$ cat src/sda_defines.vh
// Register offsets, field positions, reset values and timing counts
`ifndef SDA_DEFINES_VH
`define SDA_DEFINES_VH

// ----------------------------------------
// Register byte offsets
// ----------------------------------------
`define SDA_BANK0_OFF 12'h44c
`define SDA_BANK1_OFF 12'h450
`define SDA_BANK2_OFF 12'h454
`define SDA_BANK3_OFF 12'h458
`define SDA_DEC_OFF 12'h47c
`define SDA_STAT_OFF 12'h480

// ----------------------------------------
// Bank parameter fields
// ----------------------------------------
`define SDA_F_CL 0
`define SDA_F_FT 2
`define SDA_F_RP 3
`define SDA_F_IL4 5
`define SDA_F_W64 6
`define SDA_F_LANE 7
`define SDA_F_ECC 8
`define SDA_F_BYP 9
`define SDA_F_RCD 10
`define SDA_F_BIG 11
`define SDA_F_BL4 13

// ----------------------------------------
// Reset values
// ----------------------------------------
`define SDA_PAR_RST 14'h0000
`define SDA_DEC_RST 3'h0

// ----------------------------------------
// Timing counts in core clocks
// ----------------------------------------
`define SDA_ROW_LEAD 6'h03
`define SDA_ACK_LAG 6'h03
`define SDA_BASE_TWO 6'h02
`define SDA_BEATS4 6'h04
`define SDA_BEATS8 6'h08

`endif

$ cat src/sda_addr_map.v
// SDRAM address mapping and per-bank timing sequencer
// Function
// [RULE1] 16 Mbit: row on addr 10..0 plus bank pick 0, column on 9..0
// [RULE2] Address bit 10 is zero in every column strobe cycle
// [RULE3] 16 Mbit banks leave address bit 11 and bank pick 1 unused
// [RULE4] 64/128 Mbit: 12-bit row, both picks; column on bits 11 and 9..0
// [RULE5] Bank pick holds from row strobe through column strobe
// [RULE6] 16 Mbit 64-bit banks map row and column by decode setting
// [RULE7] 64/128 Mbit 64-bit banks map row and column by decode setting
// [RULE8] Row and column widths per density: 12/10, 14/10, 14/11
// [RULE9] Four separate parameter sets, each applied to its own bank
// [RULE10] First read data sampled 2 or 3 clocks after column strobe
// [RULE11] Flow-through sampling bit, forced off when ECC is used
// [RULE12] Precharge to next activation is 2 or 3 clocks
// [RULE13] Interleave two or four banks, only for 64/128 Mbit banks
// [RULE14] Bank data width 32 or 64 bits
// [RULE15] 32-bit bank lane select, ignored for 64-bit banks
// [RULE16] ECC on a 64-bit bank makes it 72 bits wide
// [RULE17] Bypass switch enabled on every CPU read of bypass bank
// [RULE18] No writes through bypass; bypass only on 64-bit banks
// [RULE19] Row to column strobe delay 2 or 3 clocks
// [RULE20] Density bit selects 16 or 64/128 Mbit address mapping
// [RULE21] Burst length 8 or 4 beats
// [RULE22] CPU read first ack 9 clocks with bypass, 10 without; code: 9 to 11 with bypass, 10 to 12 without, by RCD and CAS latency
// [RULE23] Three-bit writable decode setting used for CPU and PCI
// [RULE24] Bypass switch off on writes, other banks and idle
//
// Implementation choice: the strobed register port.
`timescale 1ns/1ps
`default_nettype none
`include "sda_defines.vh"

module sda_addr_map (
    input wire clk_i,
    input wire resetn_i,
    input wire ce_i,
    input wire [11:0] reg_addr_i,
    input wire [31:0] reg_wdata_i,
    input wire reg_wr_i,
    input wire reg_rd_i,
    output reg [31:0] reg_rdata_o,
    input wire acc_req_i,
    input wire [31:0] acc_addr_i,
    input wire [1:0] acc_bank_i,
    input wire acc_wr_i,
    input wire acc_cpu_i,
    output wire acc_ready_o,
    output reg [11:0] mem_addr_out_o,
    output reg [1:0] bank_pick_out_o,
    output reg row_strobe_n_o,
    output reg col_strobe_n_o,
    output reg mem_wr_n_o,
    output reg bypass_switch_oe_n_o,
    output reg cpu_xfer_ack_n_o,
    output reg data_beat_o,
    output reg flow_thru_o,
    output reg lane_hi_o,
    output reg bank_w64_o,
    output reg ecc_on_o,
    output reg interleave_four_o
);

    // ----------------------------------------
    // Register file
    // ----------------------------------------
    reg [13:0] bpar [0:3];
    reg [2:0] dec_sel;
    reg busy;
    reg [5:0] tcnt;
    reg [1:0] a_bank;

    genvar gi;
    generate
        for (gi = 0; gi < 4; gi = gi + 1) begin : g_bank
            localparam [31:0] bank_off = `SDA_BANK0_OFF + gi * 4;
            // [RULE9] Own parameter set
            always @(posedge clk_i or negedge resetn_i) begin
                if (!resetn_i) begin
                    bpar[gi] <= `SDA_PAR_RST;
                end else if (ce_i && reg_wr_i &&
                        reg_addr_i == bank_off[11:0]) begin
                    bpar[gi] <= reg_wdata_i[13:0];
                end
            end
        end
    endgenerate

    // [RULE23] Decode setting write
    always @(posedge clk_i or negedge resetn_i) begin
        if (!resetn_i) begin
            dec_sel <= `SDA_DEC_RST;
        end else if (ce_i && reg_wr_i && reg_addr_i == `SDA_DEC_OFF) begin
            dec_sel <= reg_wdata_i[2:0];
        end
    end

    reg [31:0] next_rdata;
    always @* begin
        next_rdata = 32'h00000000;
        if (reg_rd_i) begin
            case (reg_addr_i)
                `SDA_BANK0_OFF: next_rdata = {18'h00000, bpar[0]};
                `SDA_BANK1_OFF: next_rdata = {18'h00000, bpar[1]};
                `SDA_BANK2_OFF: next_rdata = {18'h00000, bpar[2]};
                `SDA_BANK3_OFF: next_rdata = {18'h00000, bpar[3]};
                `SDA_DEC_OFF: next_rdata = {29'h00000000, dec_sel};
                `SDA_STAT_OFF: next_rdata = {23'h000000, busy, a_bank, tcnt};
                default: next_rdata = 32'h00000000;
            endcase
        end
    end

    always @(posedge clk_i or negedge resetn_i) begin
        if (!resetn_i) begin
            reg_rdata_o <= 32'h00000000;
        end else if (ce_i) begin
            reg_rdata_o <= next_rdata;
        end
    end

    // ----------------------------------------
    // Access capture
    // ----------------------------------------
    reg [31:0] a_addr;
    reg a_wr;
    reg a_cpu;
    reg [13:0] a_par;
    reg [2:0] a_dec;
    wire take = acc_req_i && !busy;
    assign acc_ready_o = !busy;

    always @(posedge clk_i or negedge resetn_i) begin
        if (!resetn_i) begin
            a_addr <= 32'h00000000;
            a_bank <= 2'h0;
            a_wr <= 1'b0;
            a_cpu <= 1'b0;
            a_par <= `SDA_PAR_RST;
            a_dec <= `SDA_DEC_RST;
        end else if (ce_i && take) begin
            a_addr <= acc_addr_i;
            a_bank <= acc_bank_i;
            a_wr <= acc_wr_i;
            a_cpu <= acc_cpu_i;
            // [RULE9] Snapshot bank set
            a_par <= bpar[acc_bank_i];
            // [RULE23] Same decode both sources
            a_dec <= dec_sel;
        end
    end

    // ----------------------------------------
    // Per-bank timing figures
    // ----------------------------------------
    wire w64 = a_par[`SDA_F_W64];
    wire big = a_par[`SDA_F_BIG];
    // [RULE19] Row to column delay
    wire [5:0] rcd = `SDA_BASE_TWO + {5'h00, a_par[`SDA_F_RCD]};
    // [RULE10] CAS latency
    wire [5:0] cl = `SDA_BASE_TWO + {5'h00, a_par[`SDA_F_CL]};
    // [RULE12] Precharge recovery
    wire [5:0] rp = `SDA_BASE_TWO + {5'h00, a_par[`SDA_F_RP]};
    // [RULE21] Burst length
    wire [5:0] beats = a_par[`SDA_F_BL4] ? `SDA_BEATS4 : `SDA_BEATS8;
    // [RULE18] Bypass reads on 64-bit only
    wire byp_on = a_par[`SDA_F_BYP] && w64 && a_cpu && !a_wr;
    wire [5:0] t_col = `SDA_ROW_LEAD + rcd;
    wire [5:0] t_dat = t_col + cl;
    // [RULE22] Ack lag 10 to 12 by RCD and CAS latency, one less with bypass
    wire [5:0] t_ack = t_dat + `SDA_ACK_LAG - {5'h00, byp_on};
    wire [5:0] t_end = a_wr ? t_col + beats - 6'h01 : t_ack + beats - 6'h01;
    wire [5:0] t_pre = t_end + 6'h01;
    wire [5:0] t_fin = t_pre + rp - 6'h01;
    wire [5:0] nt = tcnt + 6'h01;
    // ----------------------------------------
    // Address mapping
    // ----------------------------------------
    reg [1:0] bs;
    reg [11:0] ra;
    reg [9:0] c10;
    wire [31:0] a = a_addr;
    always @* begin
        bs = 2'h0;
        ra = 12'h000;
        c10 = 10'h000;
        if (big) begin
            // [RULE7] Dense part decode
            c10 = {a[26:25], a[10:3]};
            case (a_dec)
                3'h0: begin
                    bs = {a[6], a[5]};
                    ra = a[24:13];
                    c10 = {a[26:25], a[12:7], a[4:3]};
                end
                3'h1: begin
                    bs = {a[7], a[6]};
                    ra = a[24:13];
                    c10 = {a[26:25], a[12:8], a[5:3]};
                end
                3'h2: begin
                    bs = {a[12], a[11]};
                    ra = a[24:13];
                end
                3'h3: begin
                    bs = {a[14], a[13]};
                    ra = {a[24:15], a[12:11]};
                end
                3'h4: begin
                    bs = {a[22], a[21]};
                    ra = {a[24:23], a[20:11]};
                end
                3'h5: begin
                    bs = {a[24], a[23]};
                    ra = a[22:11];
                end
                3'h6: begin
                    bs = {a[25], a[24]};
                    ra = a[22:11];
                    c10 = {a[26], a[23], a[10:3]};
                end
                default: begin
                    bs = {a[26], a[25]};
                    ra = a[22:11];
                    c10 = {a[24:23], a[10:3]};
                end
            endcase
        end else begin
            // [RULE6] 16 Mbit decode
            c10 = {a[24:23], a[10:3]};
            case (a_dec)
                3'h0: begin
                    bs = {1'b0, a[5]};
                    ra = {1'b0, a[22:12]};
                    c10 = {a[24:23], a[11:6], a[4:3]};
                end
                3'h1: begin
                    bs = {1'b0, a[6]};
                    ra = {1'b0, a[22:12]};
                    c10 = {a[24:23], a[11:7], a[5:3]};
                end
                3'h2: begin
                    bs = {1'b0, a[11]};
                    ra = {1'b0, a[22:12]};
                end
                3'h3: begin
                    bs = {1'b0, a[13]};
                    ra = {1'b0, a[22:14], a[12:11]};
                end
                3'h4: begin
                    bs = {1'b0, a[21]};
                    ra = {1'b0, a[22], a[20:11]};
                end
                3'h5: begin
                    bs = {1'b0, a[22]};
                    ra = {1'b0, a[21:11]};
                end
                3'h6: begin
                    bs = {1'b0, a[23]};
                    ra = {1'b0, a[22:12]};
                    c10 = {a[24], a[11:3]};
                end
                default: begin
                    bs = {1'b0, a[24]};
                    ra = {1'b0, a[22:12]};
                    c10 = {a[23], a[11:3]};
                end
            endcase
        end
    end

    // [RULE2] Column with bit 10 low
    // [RULE4] Bit 11 carries top column bit
    // [RULE3] Bit 11 zero for 16 Mbit
    // [RULE8] Column width by density
    wire [11:0] ca = {big ? a[27] : 1'b0, 1'b0, c10};

    // ----------------------------------------
    // Sequencer
    // ----------------------------------------
    reg next_busy;
    reg [5:0] next_tcnt;
    reg [11:0] next_addr;
    reg [1:0] next_bs;
    reg next_ras_n;
    reg next_cas_n;
    reg next_wr_n;
    reg next_byp_n;
    reg next_ack_n;
    reg next_beat;
    always @* begin
        next_busy = busy;
        next_tcnt = tcnt;
        next_addr = mem_addr_out_o;
        next_bs = bank_pick_out_o;
        next_ras_n = 1'b1;
        next_cas_n = 1'b1;
        next_wr_n = 1'b1;
        next_byp_n = 1'b1;
        next_ack_n = 1'b1;
        next_beat = 1'b0;
        if (!busy) begin
            if (take) begin
                next_busy = 1'b1;
                next_tcnt = 6'h01;
            end
        end else if (tcnt == t_fin) begin
            // [RULE12] Recovery done
            next_busy = 1'b0;
            next_tcnt = 6'h00;
        end else begin
            next_tcnt = nt;
            // [RULE1] Row on activation
            if (nt == `SDA_ROW_LEAD) begin
                next_ras_n = 1'b0;
                next_addr = ra;
                // [RULE5] Bank pick set once
                next_bs = bs;
            end
            // [RULE19] Column after delay
            if (nt == t_col) begin
                next_cas_n = 1'b0;
                next_wr_n = !a_wr;
                next_addr = ca;
            end
            if (nt == t_pre) begin
                next_ras_n = 1'b0;
                next_wr_n = 1'b0;
                next_addr = 12'h000;
            end
            // [RULE10] Read sampling window
            if (!a_wr && nt >= t_dat && nt < t_dat + beats) begin
                next_beat = 1'b1;
            end
            if (a_wr && nt >= t_col && nt < t_col + beats) begin
                next_beat = 1'b1;
            end
            // [RULE22] Zero-wait beat acks
            if (a_cpu && (a_wr ? (nt >= t_col && nt < t_col + beats) :
                    (nt >= t_ack && nt < t_ack + beats))) begin
                next_ack_n = 1'b0;
            end
            // [RULE17] Bypass switch on read
            // [RULE24] Off otherwise
            if (byp_on && nt >= t_dat && nt < t_ack + beats) begin
                next_byp_n = 1'b0;
            end
        end
    end

    always @(posedge clk_i or negedge resetn_i) begin
        if (!resetn_i) begin
            busy <= 1'b0;
            tcnt <= 6'h00;
            mem_addr_out_o <= 12'h000;
            bank_pick_out_o <= 2'h0;
            row_strobe_n_o <= 1'b1;
            col_strobe_n_o <= 1'b1;
            mem_wr_n_o <= 1'b1;
            bypass_switch_oe_n_o <= 1'b1;
            cpu_xfer_ack_n_o <= 1'b1;
            data_beat_o <= 1'b0;
        end else if (ce_i) begin
            busy <= next_busy;
            tcnt <= next_tcnt;
            mem_addr_out_o <= next_addr;
            bank_pick_out_o <= next_bs;
            row_strobe_n_o <= next_ras_n;
            col_strobe_n_o <= next_cas_n;
            mem_wr_n_o <= next_wr_n;
            bypass_switch_oe_n_o <= next_byp_n;
            cpu_xfer_ack_n_o <= next_ack_n;
            data_beat_o <= next_beat;
        end
    end

    // ----------------------------------------
    // Bank data path settings
    // ----------------------------------------
    always @(posedge clk_i or negedge resetn_i) begin
        if (!resetn_i) begin
            flow_thru_o <= 1'b0;
            lane_hi_o <= 1'b0;
            bank_w64_o <= 1'b0;
            ecc_on_o <= 1'b0;
            interleave_four_o <= 1'b0;
        end else if (ce_i) begin
            // [RULE11] Flow-through gated
            flow_thru_o <= a_par[`SDA_F_FT] && !byp_on && !(a_par[`SDA_F_ECC] && w64);
            // [RULE15] Lane for 32-bit only
            lane_hi_o <= a_par[`SDA_F_LANE] && !w64;
            // [RULE14] Width select
            bank_w64_o <= w64;
            // [RULE16] ECC on 64-bit bank
            ecc_on_o <= a_par[`SDA_F_ECC] && w64;
            // [RULE13] Four-way for dense
            // [RULE20] Density class
            interleave_four_o <= a_par[`SDA_F_IL4] && big;
        end
    end

endmodule
`default_nettype wire

$ cat config.mk
export PLATFORM = sky130hd
export DESIGN_NAME = sda_addr_map
export DESIGN_NICKNAME = d
export VERILOG_FILES = /design/src/sda_addr_map.v
export VERILOG_INCLUDE_DIRS = /design/src
export SDC_FILE = /design/constraint.sdc
export NUM_CORES = 1
export LEC_CHECK = 0
export BUFFER_PORTS_ARGS = -buffer_cell sky130_fd_sc_hd__buf_2
export CAP_MARGIN = 20
export CORE_MARGIN = 1
export CORE_UTILIZATION = 55
export CTS_BUF_LIST = sky130_fd_sc_hd__clkbuf_4
export DETAILED_ROUTE_END_ITERATION = 16
export HOLD_SLACK_MARGIN = 0.03
export PLACE_DENSITY_LB_ADDON = 0.12
export SYNTH_ARGS = -nofsm -noshare
export SYNTH_HDL_FRONTEND = slang
export SYNTH_SLANG_ARGS = --single-unit
$ cat constraint.sdc
create_clock -name clk_i -period 8.05 [get_ports clk_i]
set_input_delay 1.61 -clock clk_i [delete_from_list [all_inputs] [get_ports clk_i]]
set_output_delay 1.61 -clock clk_i [all_outputs]
set_load 0.03 [all_outputs]
# ---- Word level (Yosys, flattened, before mapping)
# Cells that the tools add are included.
dict set report op_classes {
  eq_ne 16
  n_bitwise 2
  n_lt_le_gt_ge 7
  add_sub_neg 16
  n_reduce_logical 38
  mux 48
}
# operator count
set ops {}
lappend ops {{$pmux 14 s6} 1}
lappend ops {{$pmux 10 s4} 2}
lappend ops {{$eq 12x11->1 const B} 6}
lappend ops {{$mux 12} 4}
lappend ops {{$pmux 12 s3} 1}
lappend ops {{$pmux 11 s3} 1}
lappend ops {{$mux 32} 1}
lappend ops {{$bmux 14 s2} 1}
lappend ops {{$mux 14} 2}
lappend ops {{$mux 1} 26}
lappend ops {{$logic_and 1x1->1} 25}
lappend ops {{$mux 6} 4}
lappend ops {{$sub 6x1->6 const B} 3}
lappend ops {{$pmux 2 s7} 1}
lappend ops {{$add 6x1->6 const B} 2}
lappend ops {{$eq 6x6->1} 2}
lappend ops {{$lt 6x6->1} 2}
lappend ops {{$mux 10} 1}
lappend ops {{$add 2x1->3 const A} 3}
lappend ops {{$eq 3x3->1 const B} 3}
lappend ops {{$reduce_and 4->1} 2}
lappend ops {{$pmux 1 s7} 1}
lappend ops {{$add 5x2->6 const B} 1}
lappend ops {{$add 5x4->6} 1}
lappend ops {{other kinds (26)} 31}
dict set report word_totals {
  out_inout_bits 58
  input_bits 86
  register_bits 172
}

# ---- Depth between registers and ports, before layout
# Gate-level depths: netlist of run 1.
dict set report logic_depth {
  ltp_word 14
  depth_mapped 20
  mapped_depth_nobuf 19
}

# ---- Least setup slack after synthesis of run 1
# OpenSTA, ideal clock, no wires.
dict set report synth_path {
  kind {flip-flop to flip-flop}
  start {register a_wr}
  end {register mem_addr_out_o[9]}
  setup_slack_ns 3.295
  t_arrival_ns 4.634
  stages_incl_launch_ff 19
  t_required_ns 7.929
  path_buffers 3
  period_less_slack_ns 4.755
  cell_sequence {dfrtp_1 > buf_6 > clkbuf_1 > nand4b_1 > ha_1 > ha_1 > xnor2_1 > ha_1 > inv_1 > fa_1 > nor2b_1 > mux2_2 > nor4_2 > xor3_1 > and4b_4 > o41ai_4 > o31ai_2 > buf_6 > a22o_1}
}
dict set report synth_between {
  elab_chain_len 12
  elab_cells_between_ends 15
  cone_classes {add/sub (6); eq/ne (2); mux (2); bitwise (1); reduce/logical (4)}
}
# element line_no
set synth_rtl {}
lappend synth_rtl {{start: declaration} sda_addr_map.v:125} ;# reg a_wr;
lappend synth_rtl {{start signal: assignment} sda_addr_map.v:143} ;# a_wr <= acc_wr_i;
lappend synth_rtl {{$logic_not 1->1} sda_addr_map.v:166} ;# wire byp_on = a_par[`SDA_F_BYP] && w64 && a_cpu && !a_wr;
lappend synth_rtl {{$logic_and 1x1->1} sda_addr_map.v:166}
lappend synth_rtl {{$sub 6x1->6} sda_addr_map.v:170} ;# wire [5:0] t_ack = t_dat + `SDA_ACK_LAG - {5'h00, byp_on};
lappend synth_rtl {{$add 6x4->6} sda_addr_map.v:171} ;# wire [5:0] t_end = a_wr ? t_col + beats - 6'h01 : t_ack + beats - 6'h01;
lappend synth_rtl {{$sub 6x1->6} sda_addr_map.v:171}
lappend synth_rtl {{$mux 6 *} sda_addr_map.v:171}
lappend synth_rtl {{$add 6x1->6 *} sda_addr_map.v:172} ;# wire [5:0] t_pre = t_end + 6'h01;
lappend synth_rtl {{$add 6x3->6} sda_addr_map.v:173} ;# wire [5:0] t_fin = t_pre + rp - 6'h01;
lappend synth_rtl {{$sub 6x1->6} sda_addr_map.v:173}
lappend synth_rtl {{$eq 6x6->1} sda_addr_map.v:306} ;# end else if (tcnt == t_fin) begin
lappend synth_rtl {{$not 1->1 (no line)} --}
lappend synth_rtl {{$reduce_and 4->1 (no line)} --}
lappend synth_rtl {{end signal: assignment} sda_addr_map.v:365} ;# mem_addr_out_o <= next_addr;
lappend synth_rtl {{end: declaration} sda_addr_map.v:48} ;# output reg [11:0] mem_addr_out_o,
# Every way passes the cells marked *; elsewhere a longest branch is shown, timed or not.
# A chain may end at the register's enable or synchronous reset.

# ---- Worst setup path in the final report of run 1
dict set report layout_path {
  start {register a_wr}
  end {register mem_addr_out_o[11]}
}
# The elaborated chain is that of the path after synthesis.

==> impl_results.md, run 1 <==
- Hold EP: mem_addr_out_o[8]
- Post-CTS Setup Bufs: 0
- Mapped Area: between 8000 and 9000 um2
- Vias in the first global route: about 6,600
- Post-synth top cells: 143 x dfrtp_1, 114 x mux2_2, 54 x nand2_1
- Register-to-Register Setup Slack: between 2 and 3 ns
- Placer Congestion: ~0.81
- Initial antenna violation count: 1
- Clk pin slew, worst setup/hold paths: around 0.14 ns
- Setup tns final: 0 ns
- Total power draw: 2390 uW
- Combinational power share: 36.7%
- Fmax: roughly 180 MHz
- Post-CTS sizing: 0
- Tmin final: between 5 and 6 ns
- FFs w/ async S/R, synth: 100%
- Initial Utilization: between 50% and 60%
- Sw frac: about two fifths
- Power density over the cells: approximately 250 nW/um2
- Hold Crit Start: mem_addr_out_o[8]
- Remaining antenna violation count: 0
- Most frequent cell after synthesis: dfrtp_1
- Die area: around 16,000 um2
- Nets: between 1,000 and 1,500
- FF+latch count, synth: 148
- # H-tree levels: 4
- Die Y-Extent: ~130 um
- Clock Skew: between 0.02 and 0.025 ns
- Crit. End Element: flop
- GRT overflow: 0
- Sequential share of power: 41.9%
- Vias per std cell: 6.01
- Part of the cycle the worst path needs: between 60% and 70%
- RSZ-0062 raised after global routing: no
- Placed cells: ~1,100
- WL/cell: around 19 um
- Arr. time, crit path: a little over 6 ns
- # IOs: roughly 140
- First-pass GRT wire length: around 34 mm
- Leading area contributor after synthesis: dfrtp_1
- Class of the worst hold path: reg -> reg
- WP data required: 8.56 ns
- Final setup fails: 0
- R2r worst-path depth: 15
- Syn Area/Cell: 10.8 um2
- Top cells by area, synth: dfrtp_1 41%, mux2_2 15%, ha_1 4.6%
- Drt first pass iters: 5
- Number of synthesized flops with an enable pin: 0
- Final Max Slew Viols: 0
- Syn Inst Count: ~810
- Pin count of the biggest net entering global routing: 85
- Die width: roughly 130 um
- Clock Latency Late Sink: slightly below 0.6 ns
- Register area share after synthesis: 42.5%
- Internal Pwr Total: between 1000 and 1500 uW
- Max Root-Sink Buffers: 2
- CTS tree: built
- Startpoint types: flop
- Rows: 45
- R2r endpoint: mem_addr_out_o[11]
- Max transition margin: a little over a quarter
- Origin of the critical flop-to-flop path: a_wr
- First-iteration detailed-routing DRC count: about 450
- Sw power: approximately 910 uW
- Area of the core: 15,300 um2
- Hold Crit Depth: 1
- Place WS: 2.51 ns
- Worst-path fanout max: 18
- Max_cap viols: 0
- Vias after detailed routing: approximately 6,700
- Synth warn: 0
- Yosys cell types: 71
- Setup CP Type: reg -> reg
- Total CTS buffers: 17
- Most used DFF post-synth: dfrtp_1
- Buffers on Ports: 100
- Min setup slack post-route: ~2.5 ns
- Leakage: ~0.0045 uW
- Non-filler instance count after layout: about 1,100
- Final Hold Fails: 0
- CTS Hold Buffers Added: 0
- Total wire length: approximately 21 mm
- Root buf cell: clkbuf_4
- Slew at the pin closest to its max-slew limit: 1.09 ns
- Gr usage total: a little over a quarter
- Layout cell share with drive strength beyond 1: between 30 and 40%
- Post-DP HPWL: ~15 mm
- Worst vdd ir: 122 uV
- Area Overhead vs Synth: 11.0%
- Clk sink count: approximately 150
- Outcome: completed
- Synth top area share: 41.0%
- Clk pwr share: a little over a fifth
- Residual DRC: 0
-- critical path, cell delays in order (launching register included) --
cell	delay [ns]
dfrtp_1	0.63
nand4b_1	0.43
ha_1	0.29
ha_1	0.18
xnor2_1	0.19
ha_1	0.21
inv_1	0.06
fa_1	0.52
nor2b_1	0.18
mux2_2	0.34
nor4_2	0.40
xor3_1	0.43
and4b_4	0.24
o31a_1	0.41
a2111oi_4	0.70
a32o_1	0.27
-- layer usage --
metal | vias up | wire [um] | GRT usage, % | part of all wire (%)
li1 | 3103 | - | - | -
met1 | 3356 | 9150 | 35.3 | 44
met2 | 233 | 10300 | 44.7 | 49
met3 | 40 | 1110 | 5.18 | 5.3
met4 | 0 | 415 | 8.86 | 2.0
met5 | - | 0 | 0 | 0
-- power groups by stage --
stage                     Sequential (uW)  Clock, uW  Combinational, uW
final                                1000        510                877
after global routing                 1020        546                971
after CTS                             996        518                877
after detailed placement             1010          0                872
after global placement               1010          0                833
after floorplan                       974          0                668
-- how the worst max path moves through the flow --
stage,from,endpoint,slack [ns],cells past startpoint
2_1_floorplan,a_wr,mem_addr_out_o[9],3.30,18
4_1_cts,a_wr,mem_addr_out_o[11],2.44,15
3_5_place_dp,a_wr,mem_addr_out_o[2],2.51,15
3_3_place_gp,a_wr,mem_addr_out_o[8],2.62,15
6_report,a_wr,mem_addr_out_o[11],2.51,15
5_1_grt,a_wr,mem_addr_out_o[11],2.12,15
-- logic make-up (layout without fill, tap and decap cells) --
group	count (synthesis)	in the layout	synth area share, %
simple gates	174	174	10.1
compound gates	167	167	13.2
flops	148	148	42.5
mux	151	151	20.6
buf+inv	110	194	5.72
other cells	1	19	0.0430
xor+xnor	24	24	2.98
fa+ha+maj	33	33	4.82
-- placed cells by master, fill, tap and decap left out, types with 17 or more instances in the layout --
master      n
buf_2      99
o22ai_1    22
clkbuf_4   17
nor2_1     36
nand2_1    54
ha_1       32
mux2i_1    25
mux2_2    114
conb_1     18
inv_1      49
dfrtp_1   143
o21ai_0    48
a21oi_1    24
-- area by class of cell --
type                       instances  area (um2)
tap                              211         264
sequential                       148        3710
fill                            1264        5630
antenna                            1        2.50
timing repair buffer             112         609
multi-input combinational        567        4600
clock buffer                      17         128
inverter                          50         188
clock inverter                    15         178
-- flip-flops by register name, summed over array words and instances (netlist names), 2 cells and up --
name	count
a	25
mem_addr_out_o	12
dec_sel	3
a_par	11
a_bank	2
a_dec	3
bank_pick_out_o	2
bpar	56
reg_rdata_o	14
tcnt	6
-- per-stage QoR --
stage / area, um2 / utilization (%) / hold WS, ns
4_1_cts: 9660 / 63.1 / 0.507
6_report: 9680 / 63.2 / 0.504
5_1_grt: 9680 / 63.2 / 0.528
3_3_place_gp: 9360 / 61.1 / 0.477
2_1_floorplan: 8790 / - / 0.472
3_5_place_dp: 9360 / 61.1 / 0.476
No activity file was read; power rests on OpenSTA's default activity.
==> run 2: changes to the inputs <==
==> constraint.sdc (replaced) <==
create_clock -name clk_i -period 5.1 [get_ports clk_i]
set_input_delay 1.02 -clock clk_i [delete_from_list [all_inputs] [get_ports clk_i]]
set_output_delay 1.02 -clock clk_i [all_outputs]
set_load 0.03 [all_outputs]
==> run 2 against run 1 <==
  * Count of clock-buffer cells in the layout increased by 2
  * Final cell count increased by 1.1%
  * Total power increased by 56%
  * Non-clock buffer count increased by 13
  * Die area unchanged
  * Critical path depth increased by 3
  * Largest cell class unchanged
  * Largest power group unchanged
  * Highest routed layer unchanged
==> impl_results.md, run 2 (synthesized netlist as in run 1, its figures left out) <==
- Outcome: completed
- Gr usage total: 27.5% (+0.60 points)
- Min Hold Slack: 0.227 ns (-0.277 ns)
- Sequential share of power: 42.0% (about the same)
- Internal Pwr Total: 2310 uW (+57%)
- Fmax: 204 MHz (+13%)
- Remaining antenna violation count: 0 (unchanged)
- R2r endpoint: mem_addr_out_o[4]
- Total wire length: 21.1 mm (+0.74%)
- Min setup slack post-route: 0.206 ns (-2.31 ns)
- Worst-path fanout max: 11 (-7)
- Pin count of the biggest net entering global routing: 111 (+31%)
- Sw frac: 38.0% (-0.25 points)
- Max reg flops: 56 (unchanged)
- Max stage delay on crit path: 0.52 ns (-0.18 ns)
- Final Hold Fails: 0 (unchanged)
- Combined area of the multi-input logic cells: 4630 um2 (+0.60%)
- Max Root-Sink Buffers: 2 (unchanged)
- Vias in the first global route: 6,636 (+1.3%)
- Layout cell share with drive strength beyond 1: 33.3% (+1.3 points)
- Area of the core: 15,300 um2 (unchanged)
- Critical Path Stages: 18 (+3)
- CP dominant cell by count: ha_1
- Register-to-Register Setup Slack: 0.21 ns (-2.31 ns)
- WL/cell: 18.7 um (-0.32%)
- Die Y-Extent: 128 um (unchanged)
- GRT overflow: 0 (unchanged)
- Setup CP Type: reg -> reg
- Slowest CP cell: fa_1
- Root buf cell: clkbuf_4
- Area Overhead vs Synth: 12.2%
- Commonest non-fill, non-tap cells in the layout: 143 x dfrtp_1, 114 x mux2_2, 99 x buf_2
- Cell area after layout: 9790 um2 (+1.1%)
- Crit. End Element: flop
- Max_cap viols: 0 (unchanged)
- Part of the cycle the worst path needs: 96.0% (+27 points)
- Slew at the pin closest to its max-slew limit: 0.974 ns (-0.116 ns)
- Placer Congestion: 0.823 (+1.8%)
- WP data required: 5.59 ns (-2.97 ns)
- Residual DRC: 0 (unchanged)
- R2r worst-path depth: 18 (+3)
- # IOs: 144 (unchanged)
- Tmin final: 4.89 ns (-0.645 ns)
- Clock Skew: 0.0136 ns (-0.00690 ns)
- Vias per std cell: 5.91 (-1.6%)
- Most common cell after layout, fill and taps aside: dfrtp_1
- Clk pin slew, worst setup/hold paths: 0.13 ns (about the same)
- First-iteration detailed-routing DRC count: 421 (-6.7%)
- Total power draw: 3720 uW (+56%)
- Clk pwr share: 19.4% (-2.0 points)
- Class of the worst hold path: in -> async
- CTS Hold Buffers Added: 0 (unchanged)
- Power density over the cells: 380 nW/um2 (+54%)
- Fillers: 1,250 (-1.1%)
- Initial antenna violation count: 1 (unchanged)
- Drt first pass iters: 5 (unchanged)
- Max transition margin: 34.8% (+8.1 points)
- Combinational power share: 38.6% (+1.9 points)
- CTS tree: built
- # H-tree levels: 4 (unchanged)
- Sw power: 1410 uW (+55%)
- Post-DP HPWL: 15.3 mm (+1.3%)
- Vias after detailed routing: 6,694 (-0.56%)
- DP Area: 9440 um2 (+0.91%)
- Rows: 45 (unchanged)
- Nets: 1,028 (+1.3%)
- Die width: 128 um (unchanged)
- First-pass GRT wire length: 34.5 mm (+1.7%)
- Reg area: 3710 um2 (unchanged)
- Leakage: 0.00460 uW (+1.5%)
- Place WS: 0.152 ns (-2.36 ns)
- Arr. time, crit path: 5.39 ns (-0.66 ns)
- Total CTS buffers: 17 (unchanged)
- Clock Latency Late Sink: 0.57 ns (about the same)
- Die area: 16,400 um2 (unchanged)
- Clk sink count: 148 (unchanged)
- Worst vdd ir: 184 uV (+51%)
- CP cell instances: inv_1, ha_1, inv_1, ha_1, ha_1, xnor2_1, ha_1, inv_1, fa_1, nor2b_1, mux2_2, nor4_4, xor3_1, and4b_4, o31a_1, a2111oi_4, buf_4, a32o_1
- Final Max Slew Viols: 0 (unchanged)
- Worst path top cell family by delay: adder cells
- Origin of the critical flop-to-flop path: a_par[10]
- Buf/Inv on CP: 4 (+3)
- Initial Utilization: 57.0% (unchanged)
- Biggest register: bpar
- Startpoint types: flop
- Final setup fails: 0 (unchanged)
- Buffers on Ports: 100 (unchanged)
## run 2: cell types whose count changed in the layout (fill, tap and decap cells not counted), moves of 2 or more
cell      before  now
inv_6          4    1
buf_4         11   24
clkinv_1       2    0
clkinv_4       1    4
clkbuf_4      17   19
## run 2: cell type report
type,count,share of cell area [%]
Multi-Input combinational cell,567,47.3
Sequential cell,148,37.9
Timing Repair Buffer,125,7.30
Tap cell,211,2.70
Inverter,50,1.92
Clock buffer,19,1.46
Clock inverter,12,1.37
Antenna cell,1,0.0256
## run 2: worst max path at each step
stage	endpoint	slack, ns	from
floorplan	mem_addr_out_o[9]	0.35	a_wr
global placement	mem_addr_out_o[9]	0.30	a_par[10]
detailed placement	mem_addr_out_o[9]	0.15	a_par[10]
CTS	mem_addr_out_o[9]	0.12	a_par[10]
global route	mem_addr_out_o[4]	-0.003	a_par[10]
finish	mem_addr_out_o[4]	0.21	a_par[10]
## run 2: what timing repair did
action / CTS / global route
endpoints found under the setup margin: 0 / 17
buffers inserted: 0 / 1
hold endpoints to repair: 0 / 0
resized for setup: 0 / 5
## run 2: per-stage QoR
stage               setup TNS, ns  utilization, %  cells
global route             -0.00262            63.9   1133
CTS                             0            63.4   1130
floorplan                       0               -    825
global placement                0            61.6   1099
detailed placement              0            61.6   1099
finish                          0            63.9   1133
## run 2: routing by layer
metal | global-route usage (%) | wire, um | share of wire [%]
met1 | 36.2 | 9400 | 44
met3 | 4.84 | 886 | 4.2
met2 | 45.4 | 10400 | 49
met5 | 0 | 0 | 0
met4 | 10.4 | 441 | 2.1
## run 2: power by group through the flow
stage	Clock (uW)	Sequential, uW	Combinational (uW)
after CTS	742	1560	1420
after global placement	0	1570	1360
after detailed placement	0	1580	1410
after global routing	781	1590	1610
final	721	1570	1440
after floorplan	0	1540	1050
